**config.mk**
```make
export PLATFORM = sky130hd
export DESIGN_NAME = charge_control_cmd_interp
export DESIGN_NICKNAME = d
export VERILOG_FILES = /design/src/common/charge_ctrl_pkg.sv /design/src/design/charge_control_cmd_interp.sv
export SDC_FILE = /design/constraint.sdc
export NUM_CORES = 1
export LEC_CHECK = 0
export BUFFER_PORTS_ARGS = -buffer_cell sky130_fd_sc_hd__clkbuf_2
export CAP_MARGIN = 20
export CORE_AREA = 2 2 119 121
export DETAILED_ROUTE_END_ITERATION = 16
export DIE_AREA = 0 0 121 123
export PLACE_DENSITY = 0.8
export SYNTH_ARGS = -nofsm -noshare
export SYNTH_HDL_FRONTEND = slang
export SYNTH_SLANG_ARGS = --single-unit
```
**constraint.sdc**
```tcl
create_clock -name clk -period 6.5 [get_ports clk]
set_clock_uncertainty 0.1 [all_clocks]
set_input_delay 1.3 -clock clk [delete_from_list [all_inputs] [get_ports clk]]
set_output_delay 1.3 -clock clk [all_outputs]
set_load 0.005 [all_outputs]
```
**src/common/charge_ctrl_pkg.sv**
```systemverilog
package charge_ctrl_pkg;

  // ----------------------------------------------------------------
  // clock and timing
  // ----------------------------------------------------------------
  localparam int unsigned CLK_HZ            = 50_000_000;
  localparam int unsigned WDOG_TIMEOUT_MS   = 500;   // five frame periods
  localparam int unsigned STATUS_PERIOD_MS  = 100;
  localparam int unsigned WDOG_CYCLES       = WDOG_TIMEOUT_MS * (CLK_HZ / 1000);
  localparam int unsigned STATUS_CYCLES     = STATUS_PERIOD_MS * (CLK_HZ / 1000);

  // ----------------------------------------------------------------
  // control frame layout
  // ----------------------------------------------------------------
  localparam logic [10:0] CTRL_FRAME_ID     = 11'h190;
  localparam int unsigned TARGET_LSB        = 0;
  localparam int unsigned TARGET_W          = 20;
  localparam int unsigned ON_REQ_BIT        = 20;
  localparam int unsigned CLEAR_BIT         = 21;
  localparam int unsigned CURRENT_LSB       = 32;
  localparam int unsigned CURRENT_W         = 18;

  // ----------------------------------------------------------------
  // register map (byte addresses) and fields
  // ----------------------------------------------------------------
  localparam logic [7:0]  CONFIG_ADDR       = 8'h00;
  localparam logic [7:0]  STATUS_ADDR       = 8'h04;
  localparam logic [7:0]  TARGET_ADDR       = 8'h08;
  localparam logic [7:0]  LIMIT_ADDR        = 8'h0c;
  localparam int unsigned MODE_POS          = 0;
  localparam int unsigned RATE_LSB          = 4;
  localparam int unsigned PROFILE_LSB       = 8;
  localparam int unsigned NODE_LSB          = 16;
  localparam logic        MODE_RESET        = 1'h0;   // bus-controlled
  localparam logic [2:0]  RATE_RESET        = 3'h0;   // 1 Mbit/s
  localparam logic [1:0]  PROFILE_RESET     = 2'h0;
  localparam logic [7:0]  NODE_RESET        = 8'h01;  // arbitrary value

  typedef enum logic [2:0] {
    RATE_1M   = 3'h0,
    RATE_125K = 3'h1,
    RATE_250K = 3'h2,
    RATE_500K = 3'h3,
    RATE_800K = 3'h4
  } bit_rate_t;

  typedef enum logic [3:0] {
    ST_STANDBY = 4'h1,
    ST_CHARGE  = 4'h2,
    ST_FAULT   = 4'h4,
    ST_SLEEP   = 4'h8
  } charge_state_t;

  typedef struct packed {
    logic        valid;
    logic        ide;
    logic [10:0] id;
    logic [63:0] data;
  } rx_frame_t;

  typedef struct packed {
    logic [19:0] target_mv;
    logic [17:0] current_ma;
  } setpoint_t;

endpackage

```
**src/design/charge_control_cmd_interp.sv**
```systemverilog
`timescale 1ns/100ps
// Function
// only standard 11-bit identifier frames accepted
// bit rate 1M default, four alternatives
// frame 0x190 bits 0-19 target millivolts
// bit 20 requests output on/off
// bit 21 clears latched faults
// bits 32-49 current limit milliamps
// trips clear only on off-then-on
// missing frames disable output, raise fault
// controller sends frame every 100 ms
// two modes, bus mode by default
// profile mode charges by one of four
// profile mode follows charge-enable input level
// profile mode ignores commands, still reports
// sleep input high enters sleep
// sleep change completes within one second
// sleep: no charging, no bus traffic
// sleep asserted only in standby; the code enters sleep from any state
// registers set rate, node, profile
// bus mode ignores charge-enable input
// watchdog timeout parameter, restarted per frame
// signals little-endian, lsb first
module charge_control_cmd_interp #(
  parameter int unsigned WDOG_CYCLES   = charge_ctrl_pkg::WDOG_CYCLES,
  parameter int unsigned STATUS_CYCLES = charge_ctrl_pkg::STATUS_CYCLES
) (
  input  wire logic                       clk,
  input  wire logic                       reset_n,
  input  wire charge_ctrl_pkg::rx_frame_t rx_frame,
  input  wire logic                       charge_enable_input,
  input  wire logic                       sleep_input,
  input  wire logic                       overvoltage_trip,
  input  wire logic                       overcurrent_trip,
  input  wire logic                       fault_condition,
  input  wire logic [7:0]                 addr,
  input  wire logic [31:0]                wdata,
  input  wire logic                       wr,
  input  wire logic                       rd,
  output logic [31:0]                     rdata,
  output charge_ctrl_pkg::setpoint_t      setpoint,
  output logic                            power_on,
  output logic                            can_active,
  output logic                            sleep_active,
  output logic                            comms_timeout_fault,
  output logic                            status_tx_req,
  output logic [2:0]                      bit_rate_sel,
  output logic [7:0]                      node_id,
  output logic [1:0]                      profile_sel
);

  // ----------------------------------------------------------------
  // reset release
  // ----------------------------------------------------------------
  logic rst_meta_ff;
  logic rst_sync_n_ff;

  // async assert, two-stage release so all flops leave reset together
  always_ff @(posedge clk or negedge reset_n) begin
    if (!reset_n) begin
      rst_meta_ff   <= 1'b0;
      rst_sync_n_ff <= 1'b0;
    end else begin
      rst_meta_ff   <= 1'b1;
      rst_sync_n_ff <= rst_meta_ff;
    end
  end

  // ----------------------------------------------------------------
  // declarations
  // ----------------------------------------------------------------
  function automatic logic legal_rate(input logic [2:0] code);
    legal_rate = (code <= charge_ctrl_pkg::RATE_800K);
  endfunction

  charge_ctrl_pkg::charge_state_t state_ff;
  charge_ctrl_pkg::charge_state_t nxt_state;
  charge_ctrl_pkg::setpoint_t     setpoint_ff;
  charge_ctrl_pkg::setpoint_t     nxt_setpoint;
  logic        profile_mode_ff;
  logic [2:0]  rate_ff;
  logic [1:0]  profile_ff;
  logic [7:0]  node_ff;
  logic        sleep_ff;
  logic        on_req_ff;
  logic        nxt_on_req;
  logic        ov_trip_ff;
  logic        nxt_ov_trip;
  logic        oc_trip_ff;
  logic        nxt_oc_trip;
  logic        gen_fault_ff;
  logic        nxt_gen_fault;
  logic        comms_fault_ff;
  logic        nxt_comms_fault;
  logic [31:0] wdog_cnt_ff;
  logic [31:0] nxt_wdog_cnt;
  logic [31:0] status_cnt_ff;
  logic [31:0] nxt_status_cnt;
  logic        status_req_ff;
  logic [31:0] rdata_ff;
  logic [31:0] nxt_rdata;

  wire logic  awake      = (state_ff != charge_ctrl_pkg::ST_SLEEP);
  wire logic  is_ctrl    = rx_frame.valid && !rx_frame.ide &&
                           (rx_frame.id == charge_ctrl_pkg::CTRL_FRAME_ID);
  wire logic  accept     = is_ctrl && !profile_mode_ff && awake;
  wire logic  frm_on     = rx_frame.data[charge_ctrl_pkg::ON_REQ_BIT];
  wire logic  frm_clear  = accept && rx_frame.data[charge_ctrl_pkg::CLEAR_BIT];
  wire logic  on_rise    = accept && frm_on && !on_req_ff;
  wire logic  wdog_run   = !profile_mode_ff && awake;
  wire logic  wdog_fire  = wdog_run && (wdog_cnt_ff == WDOG_CYCLES - 1);
  wire logic  any_fault  = ov_trip_ff || oc_trip_ff || gen_fault_ff || comms_fault_ff;
  wire logic  charge_req = profile_mode_ff ? charge_enable_input : on_req_ff;
  wire logic  cfg_wr     = wr && (addr == charge_ctrl_pkg::CONFIG_ADDR);
  wire logic [2:0] wr_rate = wdata[charge_ctrl_pkg::RATE_LSB +: 3];

  // ----------------------------------------------------------------
  // control frame decode
  // ----------------------------------------------------------------
  // extended and foreign ids fall out in is_ctrl
  assign nxt_setpoint.target_mv  = accept ?
    rx_frame.data[charge_ctrl_pkg::TARGET_LSB +: charge_ctrl_pkg::TARGET_W]
    : setpoint_ff.target_mv;
  assign nxt_setpoint.current_ma = accept ?
    rx_frame.data[charge_ctrl_pkg::CURRENT_LSB +: charge_ctrl_pkg::CURRENT_W]
    : setpoint_ff.current_ma;
  assign nxt_on_req = accept ? frm_on : on_req_ff;

  // ----------------------------------------------------------------
  // fault latches: a new trip wins over a clear in the same cycle
  // ----------------------------------------------------------------
  assign nxt_ov_trip     = overvoltage_trip || (ov_trip_ff && !on_rise);
  assign nxt_oc_trip     = overcurrent_trip || (oc_trip_ff && !on_rise);
  assign nxt_gen_fault   = fault_condition || (gen_fault_ff && !frm_clear);
  assign nxt_comms_fault = wdog_fire || (comms_fault_ff && !frm_clear);

  // ----------------------------------------------------------------
  // watchdog: saturates so the fault fires once per silence
  // ----------------------------------------------------------------
  assign nxt_wdog_cnt = (accept || !wdog_run) ? 32'h0 :
                        (wdog_cnt_ff < WDOG_CYCLES) ? wdog_cnt_ff + 32'h1 :
                        wdog_cnt_ff;

  // status frame pacing, held at zero while asleep
  assign nxt_status_cnt = (!awake || status_cnt_ff == STATUS_CYCLES - 1) ? 32'h0 :
                          status_cnt_ff + 32'h1;

  // ----------------------------------------------------------------
  // mode state: sleep first, then faults, then request
  // ----------------------------------------------------------------
  assign nxt_state = sleep_ff  ? charge_ctrl_pkg::ST_SLEEP :
                     any_fault ? charge_ctrl_pkg::ST_FAULT :
                     charge_req ? charge_ctrl_pkg::ST_CHARGE :
                     charge_ctrl_pkg::ST_STANDBY;

  // ----------------------------------------------------------------
  // register read mux; data stands only the cycle after the strobe
  // ----------------------------------------------------------------
  wire logic [31:0] cfg_word = {8'h00, node_ff, 6'h00, profile_ff,
                                1'b0, rate_ff, 3'h0, profile_mode_ff};
  wire logic [31:0] sts_word = {20'h00000, state_ff, on_req_ff, comms_fault_ff,
                                gen_fault_ff, oc_trip_ff, ov_trip_ff,
                                sleep_ff, profile_mode_ff, charge_enable_input};
  assign nxt_rdata = !rd ? 32'h0 :
    (addr == charge_ctrl_pkg::CONFIG_ADDR) ? cfg_word :
    (addr == charge_ctrl_pkg::STATUS_ADDR) ? sts_word :
    (addr == charge_ctrl_pkg::TARGET_ADDR) ? {12'h000, setpoint_ff.target_mv} :
    (addr == charge_ctrl_pkg::LIMIT_ADDR)  ? {14'h0000, setpoint_ff.current_ma} :
    32'h0;

  // ----------------------------------------------------------------
  // configuration registers
  // ----------------------------------------------------------------
  // illegal rate codes are dropped so the link never loses its rate
  always_ff @(posedge clk or negedge rst_sync_n_ff) begin
    if (!rst_sync_n_ff) begin
      profile_mode_ff <= charge_ctrl_pkg::MODE_RESET;
      rate_ff         <= charge_ctrl_pkg::RATE_RESET;
      profile_ff      <= charge_ctrl_pkg::PROFILE_RESET;
      node_ff         <= charge_ctrl_pkg::NODE_RESET;
    end else if (cfg_wr) begin
      profile_mode_ff <= wdata[charge_ctrl_pkg::MODE_POS];
      rate_ff         <= legal_rate(wr_rate) ? wr_rate : rate_ff;
      profile_ff      <= wdata[charge_ctrl_pkg::PROFILE_LSB +: 2];
      node_ff         <= wdata[charge_ctrl_pkg::NODE_LSB +: 8];
    end
  end

  // ----------------------------------------------------------------
  // command, fault and timer state
  // ----------------------------------------------------------------
  always_ff @(posedge clk or negedge rst_sync_n_ff) begin
    if (!rst_sync_n_ff) begin
      setpoint_ff    <= '0;
      on_req_ff      <= 1'b0;
      ov_trip_ff     <= 1'b0;
      oc_trip_ff     <= 1'b0;
      gen_fault_ff   <= 1'b0;
      comms_fault_ff <= 1'b0;
      wdog_cnt_ff    <= 32'h0;
    end else begin
      setpoint_ff    <= nxt_setpoint;
      on_req_ff      <= nxt_on_req;
      ov_trip_ff     <= nxt_ov_trip;
      oc_trip_ff     <= nxt_oc_trip;
      gen_fault_ff   <= nxt_gen_fault;
      comms_fault_ff <= nxt_comms_fault;
      wdog_cnt_ff    <= nxt_wdog_cnt;
    end
  end

  // sleep is sampled once; two-cycle reaction is far inside a second
  always_ff @(posedge clk or negedge rst_sync_n_ff) begin
    if (!rst_sync_n_ff) begin
      sleep_ff      <= 1'b0;
      state_ff      <= charge_ctrl_pkg::ST_STANDBY;
      status_cnt_ff <= 32'h0;
      status_req_ff <= 1'b0;
      rdata_ff      <= 32'h0;
    end else begin
      sleep_ff      <= sleep_input;
      state_ff      <= nxt_state;
      status_cnt_ff <= nxt_status_cnt;
      status_req_ff <= awake && (status_cnt_ff == STATUS_CYCLES - 1);
      rdata_ff      <= nxt_rdata;
    end
  end

  // ----------------------------------------------------------------
  // outputs, each a flop, a flop bit or an inverted flop bit
  // ----------------------------------------------------------------
  assign rdata               = rdata_ff;
  assign setpoint            = setpoint_ff;
  assign power_on            = state_ff[1];
  assign can_active          = !state_ff[3];
  assign sleep_active        = state_ff[3];
  assign comms_timeout_fault = comms_fault_ff;
  assign status_tx_req       = status_req_ff;
  assign bit_rate_sel        = rate_ff;
  assign node_id             = node_ff;
  assign profile_sel         = profile_ff;
endmodule

```
==> results of run 1 <==
[worst reg2reg max path, delay by kind of cell, from the launching register on]
kind	cells	cell delay, ns
AND/OR/NAND/NOR	5	2.07
flip-flops	1	0.40
[stage by stage]
step | hold WS, ns | total power, mW | std cells | utilization | area, µm²
2_1_floorplan | 0.231 | 1.09 | 590 | - | 6840
5_1_grt | 0.266 | 2.20 | 940 | 0.616 | 8390
3_3_place_gp | 0.235 | 1.14 | 907 | 0.570 | 7760
4_1_cts | 0.262 | 2.14 | 939 | 0.614 | 8360
3_5_place_dp | 0.242 | 1.15 | 907 | 0.570 | 7760
6_report | 0.252 | 2.11 | 940 | 0.616 | 8390
[registers in the layout, indices dropped and copies added, names as in the netlist, 2 cells and up]
register       count
node_id            8
setpoint          38
bit_rate_sel       3
state_ff           4
status_cnt_ff     32
rdata             24
profile_sel        2
wdog_cnt_ff       32
[power breakdown]
group | switching [mW] | internal (mW) | total [mW]
Clock | 0.395 | 0.589 | 0.984
Sequential | 0.0358 | 0.978 | 1.01
Combinational | 0.0641 | 0.0537 | 0.118
Total | 0.495 | 1.62 | 2.11
[cells in the mapped netlist, drive strengths merged (2+ instances only)]
cell type,count
a21o,3
ha,2
buf,15
nor2,87
a22oi,6
nor3,13
o211ai,3
and4,5
nor2b,4
nor3b,2
mux2,55
nand2,25
clkbuf,13
and3,20
mux2i,11
a31oi,2
inv,11
nand3,24
nor4,10
dfrtp,151
xnor2,14
o21ai,3
mux4,6
and2,12
nor4b,5
conb,2
a21oi,2
or4,5
or3,6
nand4,20
a211oi,2
xor2,34
dfstp,2
nand2b,2
[how the worst max path moves through the flow]
stage,from,endpoint,slack [ns],cells after the start
finish,addr[1],rdata[21],3.41,6
global route,addr[1],rdata[20],3.27,6
CTS,addr[1],rdata[21],3.43,6
detailed placement,addr[1],rdata[21],3.00,6
global placement,addr[1],rdata[20],3.05,6
floorplan,rst_sync_n_ff,bit_rate_sel[0],1.82,0
[metal layers]
metal,share of wire,wire length [µm]
met1,0.42,6740
met2,0.50,8130
met3,0.055,884
met4,0.024,388
met5,0,0
[logic make-up (layout without fill, tap and decap cells)]
kind of cell | Yosys count | count (layout) | synth area share
simple gates | 243 | 243 | 0.189
xor+xnor | 48 | 48 | 0.0617
fa+ha+maj | 2 | 2 | 0.00367
other cells | 2 | 9 | 0.00110
buf+inv | 39 | 209 | 0.0268
compound gates | 24 | 24 | 0.0281
mux | 72 | 72 | 0.127
flops | 153 | 153 | 0.563
[final cells by class]
| class | count | share of cell area |
|---|---|---|
| well taps | 180 | 0.0268 |
| clock buffers | 20 | 0.0544 |
| inverters | 11 | 0.00492 |
| flip-flops and latches | 153 | 0.457 |
| repair buffers | 166 | 0.102 |
| clock inverters | 12 | 0.0169 |
| multi-input cells | 398 | 0.337 |
==> reports/metrics.csv, run 1 <==
stage,metric,value,unit
outcome,status,"complete, no violations",
setup_path,crit_chain,clkbuf_2 > or4_1 > nor3_4 > nand2_1 > nor3_1 > and2_1,
synth,async_flop_share,1.00,
synth,ys_types,50,
setup_path,crit_fanout,11,
sta,hold_viol,0,
detailed_routing,routed_wl,16100,µm
setup_path,slowest_delay,0.57,ns
job,max_cap_violations,0,
layout,syn_to_final_growth,23.2,%
layout,ff_latch_area,3830,µm²
clocking,insertion_delay,0.43,ns
power_and_ir_drop,irDropWorstVdd,0.231,mV
synth,synth_area_leader_cell,dfrtp_1,
setup_path,r2r-end,wdog_cnt_ff[17],
detailed_routing,vias,5138,
synth,ys_seq_elements,153,
detailed_routing,ant_nets,0,
synth,ys_seq_area_frac,0.563,
global_routing,use_met2,0.360,
synth,synth_area_leaders,"dfrtp_1, mux2_2, nor2_1",
power_and_ir_drop,power.leakage,4.23,nW
synth,syn_area,6810,µm²
layout,layout_common_cells,"clkbuf_2, dfrtp_1, nor2_1",
setup_path,cp.arrival,3.36,ns
setup_path,crit_family,simple AND/OR/NAND/NOR gates,
layout,diodes,0,
global_routing,grt_overflow,0,
synth,ys_warn_count,0,
setup_path,timing.reg2reg.setup_slack,3.81,ns
sta,period_share,0.476,
detailed_routing,drt_first_pass_iters,5,
sta,worst_slack,3.41,ns
layout,multi_input_area,2830,µm²
synth,synth_top_cell_area_share,0.555,
sta,finalSetupViolations,0,
global_routing,grt_pass1_vias,5034,
placed_design,portBuffers,163,
min_path,hp-start,rst_meta_ff,
clocking,cts_buffer_depth,2,
placed_design,routabilityCongestion,0.872,
detailed_routing,wl_per_cell,17.2,µm
setup_path,critPathCaptureType,flop,
floorplanning,core_area,13600,µm²
global_routing,antenna_found_initial,0,
global_routing,grt_use_met1,0.294,
setup_path,r2r-start,state_ff[1],
synth,synth_edf_count,0,
clocking,post-cts-setup-buffers,0,
clocking,clock-sinks,153,
floorplanning,num_rows,43,
synth,synthCells,583,
min_path,hold_path_end,rst_sync_n_ff,
detailed_routing,drc,0,
setup_path,cpMaxStageDelayCell,or4_1,
global_routing,grtUsageTotal,0.227,
detailed_routing,drt_iter0_drc,420,
layout,drive_gt1_frac,0.353,
floorplanning,io_pins,214,
setup_path,start_kind,primary input,
detailed_routing,via_per_inst,5.47,
power_and_ir_drop,power_density,252,nW/µm²
layout,nNetsFinal,875,
clocking,root_buffer,clkbuf_16,
sta,max_clock_freq,323,MHz
sta,relSlewSlack,0.364,
clocking,postCtsHoldBufs,0,
layout,layout_commonest_cell,clkbuf_2,
global_routing,gr-usage-met3,0.0632,
clocking,cts_buffers,17,
global_routing,top_usage_layer,met2,
global_routing,grt_max_degree,78,
floorplanning,initial_core_util,0.500,
clocking,cts_resized,0,
setup_path,r2r_cells,5,
min_path,hold_class,flop to flop,
setup_path,cp.required,6.77,ns
min_path,holdPathStages,0,
placed_design,post-dp-hpwl,11400,µm
clocking,cts.htree.levels,4,
synth,syn_avg_cell_area,11.7,µm²
global_routing,grt_pass1_wl,25600,µm
sta,drv_slew,0,
setup_path,cp_num_buf_inv,1,
floorplanning,fp.dieW,121,µm
placed_design,pre_cts_ws,3.00,ns
sta,min_period,3.09,ns
setup_path,crit_type,primary input to flop,
clocking,cts_tree,built,
synth,synth_flop_cell,dfrtp_1,
clocking,path_clk_slew,0.06,ns
sta,fin_tns_setup,0,ns
sta,worst_pin_slew,0.954,ns
layout,fill_cells,1035,
floorplanning,die_h,123,µm
floorplanning,dieArea,14900,µm²
sta,rsz0062_at_grt,no,
Note: power is estimated with default switching activity, not from simulation.
==> inputs of run 2 (changes only) <==
- ABC_AREA: default -> 1
- CORE_AREA: 2 2 119 121 -> 2 2 131 133
- DIE_AREA: 0 0 121 123 -> 0 0 133 135
- PLACE_DENSITY: 0.8 -> 0.77
- clock period: 6.5 -> 2.8 ns (I/O delays scaled with it)
==> run 2 against run 1 <==
Area after synthesis increased by 15%; non-clock buffer count rose by 9; sequential power grew 130%; sequential cell count stayed put; register-to-register slack worse by 3.0 ns; core utilization decreased by 4.0 points.
==> reports/metrics.csv, run 2 <==
stage,metric,value,unit,change
power_and_ir_drop,power_density,517,nW/µm²,was 252 nW/µm²
global_routing,grt_pass1_vias,7090,,"was 5,034"
setup_path,start_kind,flop,,was primary input
synth,synth_area_leaders,"dfrtp_1, nand2_1, nor2_1",,"was dfrtp_1, mux2_2, nor2_1"
detailed_routing,met3WireLength,1400,µm,was 884 µm
clocking,insertion_delay,0.43,ns,about the same
synth,yosysMostFrequentCell,nand2_1,,was dfrtp_1
sta,period_share,0.725,,
detailed_routing,wl_met2,9880,µm,was 8130 µm
floorplanning,initial_core_util,0.476,,was 0.500
detailed_routing,routed_wl,21000,µm,"was 16,100 µm"
clocking,path_clk_slew,0.06,ns,about the same
synth,ys_seq_elements,153,,unchanged
detailed_routing,drt_iter0_drc,658,,was 420
synth,synth_top_cell_area_share,0.484,,was 0.555
clocking,cts_tree,built,,unchanged
setup_path,cp.required,3.02,ns,was 6.77 ns
layout,nNetsFinal,1353,,was 875
global_routing,grtUsageTotal,0.242,,was 0.227
detailed_routing,drc,0,,unchanged
detailed_routing,drt_first_pass_iters,6,,was 5
sta,finalSetupViolations,0,,unchanged
clocking,post-cts-setup-buffers,0,,unchanged
power_and_ir_drop,switching_power,1.09,mW,was 495 µW
outcome,status,"complete, no violations",,unchanged
synth,synthMuxAreaShare,0,,was 0.127
synth,synthCells,1057,,was 583
setup_path,cpMaxStageDelayCell,dfrtp_1,,was or4_1
sta,worst_slack,0.770,ns,was 3.41 ns
sta,fin_tns_setup,0,ns,unchanged
synth,ys_warn_count,0,,unchanged
synth,syn_avg_cell_area,7.39,µm²,was 11.7 µm²
detailed_routing,ant_nets,0,,unchanged
global_routing,antenna_found_initial,0,,unchanged
floorplanning,dieArea,18000,µm²,"was 14,900 µm²"
layout,drive_gt1_frac,0.179,,was 0.353
setup_path,crit_family,simple AND/OR/NAND/NOR gates,,unchanged
synth,synth-simple-area-share,0.375,,was 0.189
layout,final_util,0.576,,was 0.616
setup_path,crit_chain,nand2_1 > nor2_2 > o21ai_0 > nor2_2 > nor2_4 > nor2_4 > nand2_1 > nand2_1,,was clkbuf_2 > or4_1 > nor3_4 > nand2_1 > nor3_1 > and2_1
floorplanning,core_area,16400,µm²,"was 13,600 µm²"
floorplanning,fp.dieW,133,µm,was 121 µm
power_and_ir_drop,p_comb_frac,0.050,,was 0.056
synth,synth_flop_cell,dfrtp_1,,unchanged
clocking,cts_buffers,17,,unchanged
synth,synth_common_cells,"nand2_1, nor2_1, dfrtp_1",,"was dfrtp_1, nor2_1, mux2_2"
synth,synth_area_leader_cell,dfrtp_1,,unchanged
placed_design,post-dp-hpwl,15600,µm,"was 11,400 µm"
placed_design,routabilityCongestion,0.913,,was 0.872
layout,diodes,0,,unchanged
sta,max_clock_freq,493,MHz,
power_and_ir_drop,p_sw_frac,0.224,,was 0.234
sta,rsz0062_at_grt,no,,unchanged
power_and_ir_drop,pwr-share-clk,0.479,,was 0.465
sta,worst_pin_slew,0.783,ns,was 0.954 ns
global_routing,grt_overflow,0,,unchanged
placed_design,pre_cts_ws,0.425,ns,was 3.00 ns
power_and_ir_drop,irDropWorstVdd,0.475,mV,was 0.231 mV
synth,async_flop_share,1.00,,unchanged
sta,relSlewSlack,0.478,,was 0.364
synth,synth_fa_ha_area_frac,0.00320,,was 0.00367
layout,syn_to_final_growth,21.0,%,was 23.2%
setup_path,slowest_delay,0.42,ns,was 0.57 ns
synth,synth_compound_area_frac,0.0275,,was 0.0281
detailed_routing,wl_met1,8980,µm,was 6740 µm
clocking,root_buffer,clkbuf_16,,unchanged
floorplanning,num_rows,47,,was 43
detailed_routing,via_per_inst,5.10,,was 5.47
sta,drv_slew,0,,unchanged
floorplanning,io_pins,214,,unchanged
detailed_routing,wl_per_cell,14.4,µm,was 17.2 µm
placed_design,portBuffers,163,,unchanged
power_and_ir_drop,intPower,3.80,mW,was 1.62 mW
detailed_routing,vias,7437,,"was 5,138"
min_path,hold_class,primary input to flop,,was flop to flop
setup_path,crit_fanout,23,,was 11
power_and_ir_drop,power.leakage,5.05,nW,was 4.23 nW
sta,hold_viol,0,,unchanged
setup_path,cp_common_cell,nand2_1,,
synth,ys_types,34,,was 50
layout,ff_latch_area,3830,µm²,unchanged
synth,yosys.area_share.xor_xnor,0.0291,,was 0.0617
setup_path,cp.arrival,2.25,ns,was 3.36 ns
setup_path,critPathCaptureType,flop,,unchanged
clocking,cts_resized,0,,unchanged
layout,layout_commonest_cell,nand2_1,,was clkbuf_2
floorplanning,die_h,135,µm,was 123 µm
synth,synth_top_family_by_area,simple AND/OR/NAND/NOR gates,,unchanged
global_routing,grt_pass1_wl,34500,µm,"was 25,600 µm"
global_routing,grt_max_degree,60,,was 78
clocking,cts_buffer_depth,2,,unchanged
clocking,clock-sinks,153,,unchanged
clocking,postCtsHoldBufs,1,,was 0
job,max_cap_violations,0,,unchanged
layout,multi_input_area,3440,µm²,was 2830 µm²
synth,synth_edf_count,0,,unchanged
clocking,cts.htree.levels,4,,unchanged
detailed_routing,dr.max_layer_used,met4,,unchanged
layout,largest_reg_flops,38,,unchanged
layout,layout_common_cells,"nand2_1, clkbuf_2, nor2_1",,"was clkbuf_2, dfrtp_1, nor2_1"
synth,syn_area,7810,µm²,was 6810 µm²
layout,fill_cells,1488,,"was 1,035"
sta,min_period,2.03,ns,
power_and_ir_drop,p_seq_frac,0.471,,was 0.479
setup_path,cp_num_buf_inv,0,,was 1
setup_path,crit_type,flop to flop,,was primary input to flop
synth,ys_seq_area_frac,0.490,,was 0.563
run 2: changes by cell type in the layout (fill, tap and decap cells not counted), sizes merged, moves of 11 or more:
cell | previous run | this run
and2 | 12 | 1
and3 | 20 | 1
inv | 13 | 101
mux2 | 55 | 0
mux2i | 11 | 0
nand2 | 25 | 366
nand3 | 24 | 109
nor2 | 87 | 170
nor3 | 13 | 24
o21ai | 3 | 29
xnor2 | 14 | 3
xor2 | 34 | 23
run 2: worst paths after layout:
path | slack, ns | endpoint | cells past startpoint | from
max reg2reg | 0.77 | wdog_cnt_ff[6] | 8 | wdog_cnt_ff[13]
max | 0.77 | wdog_cnt_ff[6] | 8 | wdog_cnt_ff[13]
max in group asynchronous | 1.55 | rdata[4] | 1 | rst_sync_n_ff
min in group asynchronous | 0.33 | wdog_cnt_ff[8] | 0 | rst_sync_n_ff
min reg2reg | 0.26 | rst_sync_n_ff | 0 | rst_meta_ff
min | 0.14 | sleep_ff | 1 | sleep_input
run 2: metrics by stage:
stage	power [mW]	hold slack, ns	cell area (µm²)	cells
floorplan	2.46	0.164	7840	1064
global placement	2.58	0.242	8850	1425
detailed placement	2.59	0.239	8850	1425
CTS	4.91	0.136	9460	1458
global route	5.05	0.133	9460	1458
finish	4.89	0.143	9460	1458
run 2: layout make-up:
class | count | share of cell area
flip-flops and latches | 153 | 0.406
clock inverters | 7 | 0.0123
repair buffers | 175 | 0.0987
inverters | 102 | 0.0405
well taps | 220 | 0.0291
multi-input cells | 776 | 0.364
clock buffers | 25 | 0.0503
run 2: kinds of logic (layout without fill, tap and decap cells):
family          Yosys count  in the layout
fa+ha+maj                 2              2
other cells               2              9
simple gates            698            698
flops                   153            153
buf+inv                 135            309
xor+xnor                 26             26
compound gates           41             41
run 2: power groups by stage:
stage / registers (mW) / logic, mW / clock network, mW
6_report: 2.30 / 0.243 / 2.34
2_1_floorplan: 2.35 / 0.113 / 0
5_1_grt: 2.31 / 0.274 / 2.47
4_1_cts: 2.30 / 0.244 / 2.36
3_5_place_dp: 2.34 / 0.241 / 0
3_3_place_gp: 2.34 / 0.238 / 0
run 2: routing by layer:
layer  global-route usage  vias up
met1                0.321     3473
met5                    0        -
li1                     -     3637
met2                0.378      272
met3               0.0604       55
met4                0.110        0
==> inputs of run 3 (changes only) <==
- ABC_AREA: 1 -> 0
- CORE_AREA: 2 2 131 133 -> 2 2 119 121
- DIE_AREA: 0 0 133 135 -> 0 0 121 123
- PLACE_DENSITY: 0.77 -> 0.8
- clock period: 2.8 -> 2 ns (I/O delays scaled with it)
==> run 3 against run 2 <==
The run now ends with setup timing left; sequential power increased by 42%; sequential cell count unchanged; sequential share of layout area increased by 0.88 points; design area down 2.1%; first-iteration DRC count decreased by 33%; setup slack worse by 0.83 ns; global-route usage rose by 1.1 points; non-clock buffer count is 72 higher.
==> reports/metrics.csv, run 3 (synthesis gave the netlist of run 1 again) <==
stage,metric,value,unit,change
setup_path,cp.arrival,2.31,ns,was 2.25 ns
detailed_routing,via_per_inst,5.52,,was 5.10
power_and_ir_drop,total_power,7.28,mW,was 4.89 mW
floorplanning,io_pins,214,,unchanged
detailed_routing,drc,0,,unchanged
floorplanning,num_rows,43,,was 47
sta,worst_slack,-0.0618,ns,was 0.770 ns
setup_path,crit_fanout,6,,was 23
sta,max_clock_freq,485,MHz,was 493 MHz
setup_path,r2r-end,wdog_cnt_ff[23],,was wdog_cnt_ff[6]
setup_path,r2r-start,wdog_cnt_ff[8],,was wdog_cnt_ff[13]
sta,hold_viol,0,,unchanged
floorplanning,initial_core_util,0.500,,was 0.476
sta,fin_tns_setup,-0.163,ns,was 0 ns
global_routing,grt_max_degree,49,,was 60
clocking,insertion_delay,0.43,ns,about the same
sta,finalSetupViolations,5,,was 0
setup_path,cp.required,2.25,ns,was 3.02 ns
layout,drive_gt1_frac,0.436,,was 0.179
global_routing,grt_pass1_wl,28700,µm,"was 34,500 µm"
min_path,hp-start,overcurrent_trip,,was sleep_input
power_and_ir_drop,power.leakage,4.74,nW,was 5.05 nW
placed_design,dp_cells,965,,"was 1,425"
placed_design,routabilityCongestion,0.854,,was 0.913
outcome,status,"complete, but fails checks",,"was complete, no violations"
global_routing,antenna_found_initial,0,,unchanged
floorplanning,core_area,13600,µm²,"was 16,400 µm²"
detailed_routing,routed_wl,18500,µm,"was 21,000 µm"
job,max_cap_violations,0,,unchanged
detailed_routing,wl_per_cell,18.1,µm,was 14.4 µm
layout,layout_common_cells,"clkbuf_2, dfrtp_1, nor2_1",,"was nand2_1, clkbuf_2, nor2_1"
floorplanning,fp.dieW,121,µm,was 133 µm
clocking,root_buffer,clkbuf_16,,unchanged
detailed_routing,drt_first_pass_iters,4,,was 6
min_path,hold_class,primary input to flop,,unchanged
sta,hold_ws,0.0684,ns,was 0.143 ns
detailed_routing,vias,5633,,"was 7,437"
clocking,cts_buffer_depth,2,,unchanged
sta,period_share,1.03,,was 0.725
setup_path,r2r_cells,6,,was 8
global_routing,grt_overflow,0,,unchanged
sta,rsz0062_at_grt,yes,,was no
outcome,violations,setup timing,,
floorplanning,die_h,123,µm,was 135 µm
sta,min_period,2.06,ns,was 2.03 ns
clocking,cts_tree,built,,unchanged
layout,layout_commonest_cell,clkbuf_2,,was nand2_1
setup_path,start_kind,flop,,unchanged
layout,nNetsFinal,956,,"was 1,353"
clocking,cts_buffers,17,,unchanged
detailed_routing,ant_nets,0,,unchanged
clocking,clock-sinks,153,,unchanged
layout,diodes,0,,unchanged
floorplanning,dieArea,14900,µm²,"was 18,000 µm²"
setup_path,crit_type,flop to flop,,unchanged
setup_path,timing.reg2reg.setup_slack,-0.06,ns,was 0.77 ns
clocking,cts.htree.levels,4,,unchanged
layout,syn_to_final_growth,35.9,%,was 21.0%
clocking,path_clk_slew,0.07,ns,was 0.06 ns
power_and_ir_drop,irDropWorstVdd,0.722,mV,was 0.475 mV
global_routing,grtUsageTotal,0.254,,was 0.242
sta,drv_slew,0,,unchanged
layout,largest_reg_flops,38,,unchanged
placed_design,post-dp-hpwl,12800,µm,"was 15,600 µm"
layout,fin_cells,1021,,"was 1,458"
min_path,holdPathStages,2,,was 1
placed_design,portBuffers,163,,unchanged
layout,fill_cells,906,,"was 1,488"
setup_path,critPathCaptureType,flop,,unchanged
power_and_ir_drop,power_density,786,nW/µm²,was 517 nW/µm²
detailed_routing,drt_iter0_drc,443,,was 658
min_path,hold_path_end,oc_trip_ff,,was sleep_ff
global_routing,grt_pass1_vias,5687,,"was 7,090"
[run 3: report_power, final]
part	switching [mW]	internal, mW	leakage (nW)
Clock	1.31	2.17	0.307
Combinational	0.272	0.266	2.34
Sequential	0.0884	3.18	2.09
[run 3: cell type report]
cell class                 count  area, µm²  area share
clock buffer                  19        453      0.0489
multi-input combinational    398       2960       0.320
tap                          180        225      0.0243
clock inverter                13        191      0.0207
inverter                      11       41.3     0.00446
timing repair buffer         247       1550       0.167
sequential                   153       3840       0.414
[run 3: metrics by stage]
step / setup WS, ns / area, µm² / utilization
2_1_floorplan: -0.0922 / 6850 / -
3_3_place_gp: -0.173 / 8270 / 0.607
3_5_place_dp: -0.252 / 8270 / 0.607
4_1_cts: -0.0278 / 9080 / 0.667
5_1_grt: -0.141 / 9260 / 0.680
6_report: -0.0618 / 9260 / 0.680
[run 3: worst max path at each step]
stage / slack (ns) / from / end / cells after the start
3_3_place_gp: -0.17 / addr[1] / rdata[21] / 8
3_5_place_dp: -0.25 / addr[1] / rdata[22] / 8
5_1_grt: -0.14 / wdog_cnt_ff[26] / wdog_cnt_ff[9] / 8
4_1_cts: -0.03 / wdog_cnt_ff[7] / wdog_cnt_ff[23] / 5
2_1_floorplan: -0.09 / addr[1] / node_id[2] / 5
6_report: -0.06 / wdog_cnt_ff[8] / wdog_cnt_ff[23] / 6
[run 3: per-layer routing]
metal,track usage,vias to the layer above,share of wire
li1,-,2523,-
met1,0.305,2830,0.39
met2,0.426,231,0.51
met3,0.0627,49,0.062
met4,0.129,0,0.037
met5,0,-,0
[run 3: critical path, cell delays in order (launching register included)]
cell	delay, ns
dfrtp_1	0.43
nand4_1	0.19
buf_4	0.19
nor4_4	0.30
nand4_2	0.23
or3_1	0.39
a21oi_1	0.14
[run 3: what timing repair did]
item                                    CTS  global route
buffers inserted                         10            12
gates cloned                              1             0
pin swaps                                 5            12
endpoints found under the hold margin     3             0
hold buffers                              2             0
resized for setup                         9            20
endpoints found under the setup margin   39            82
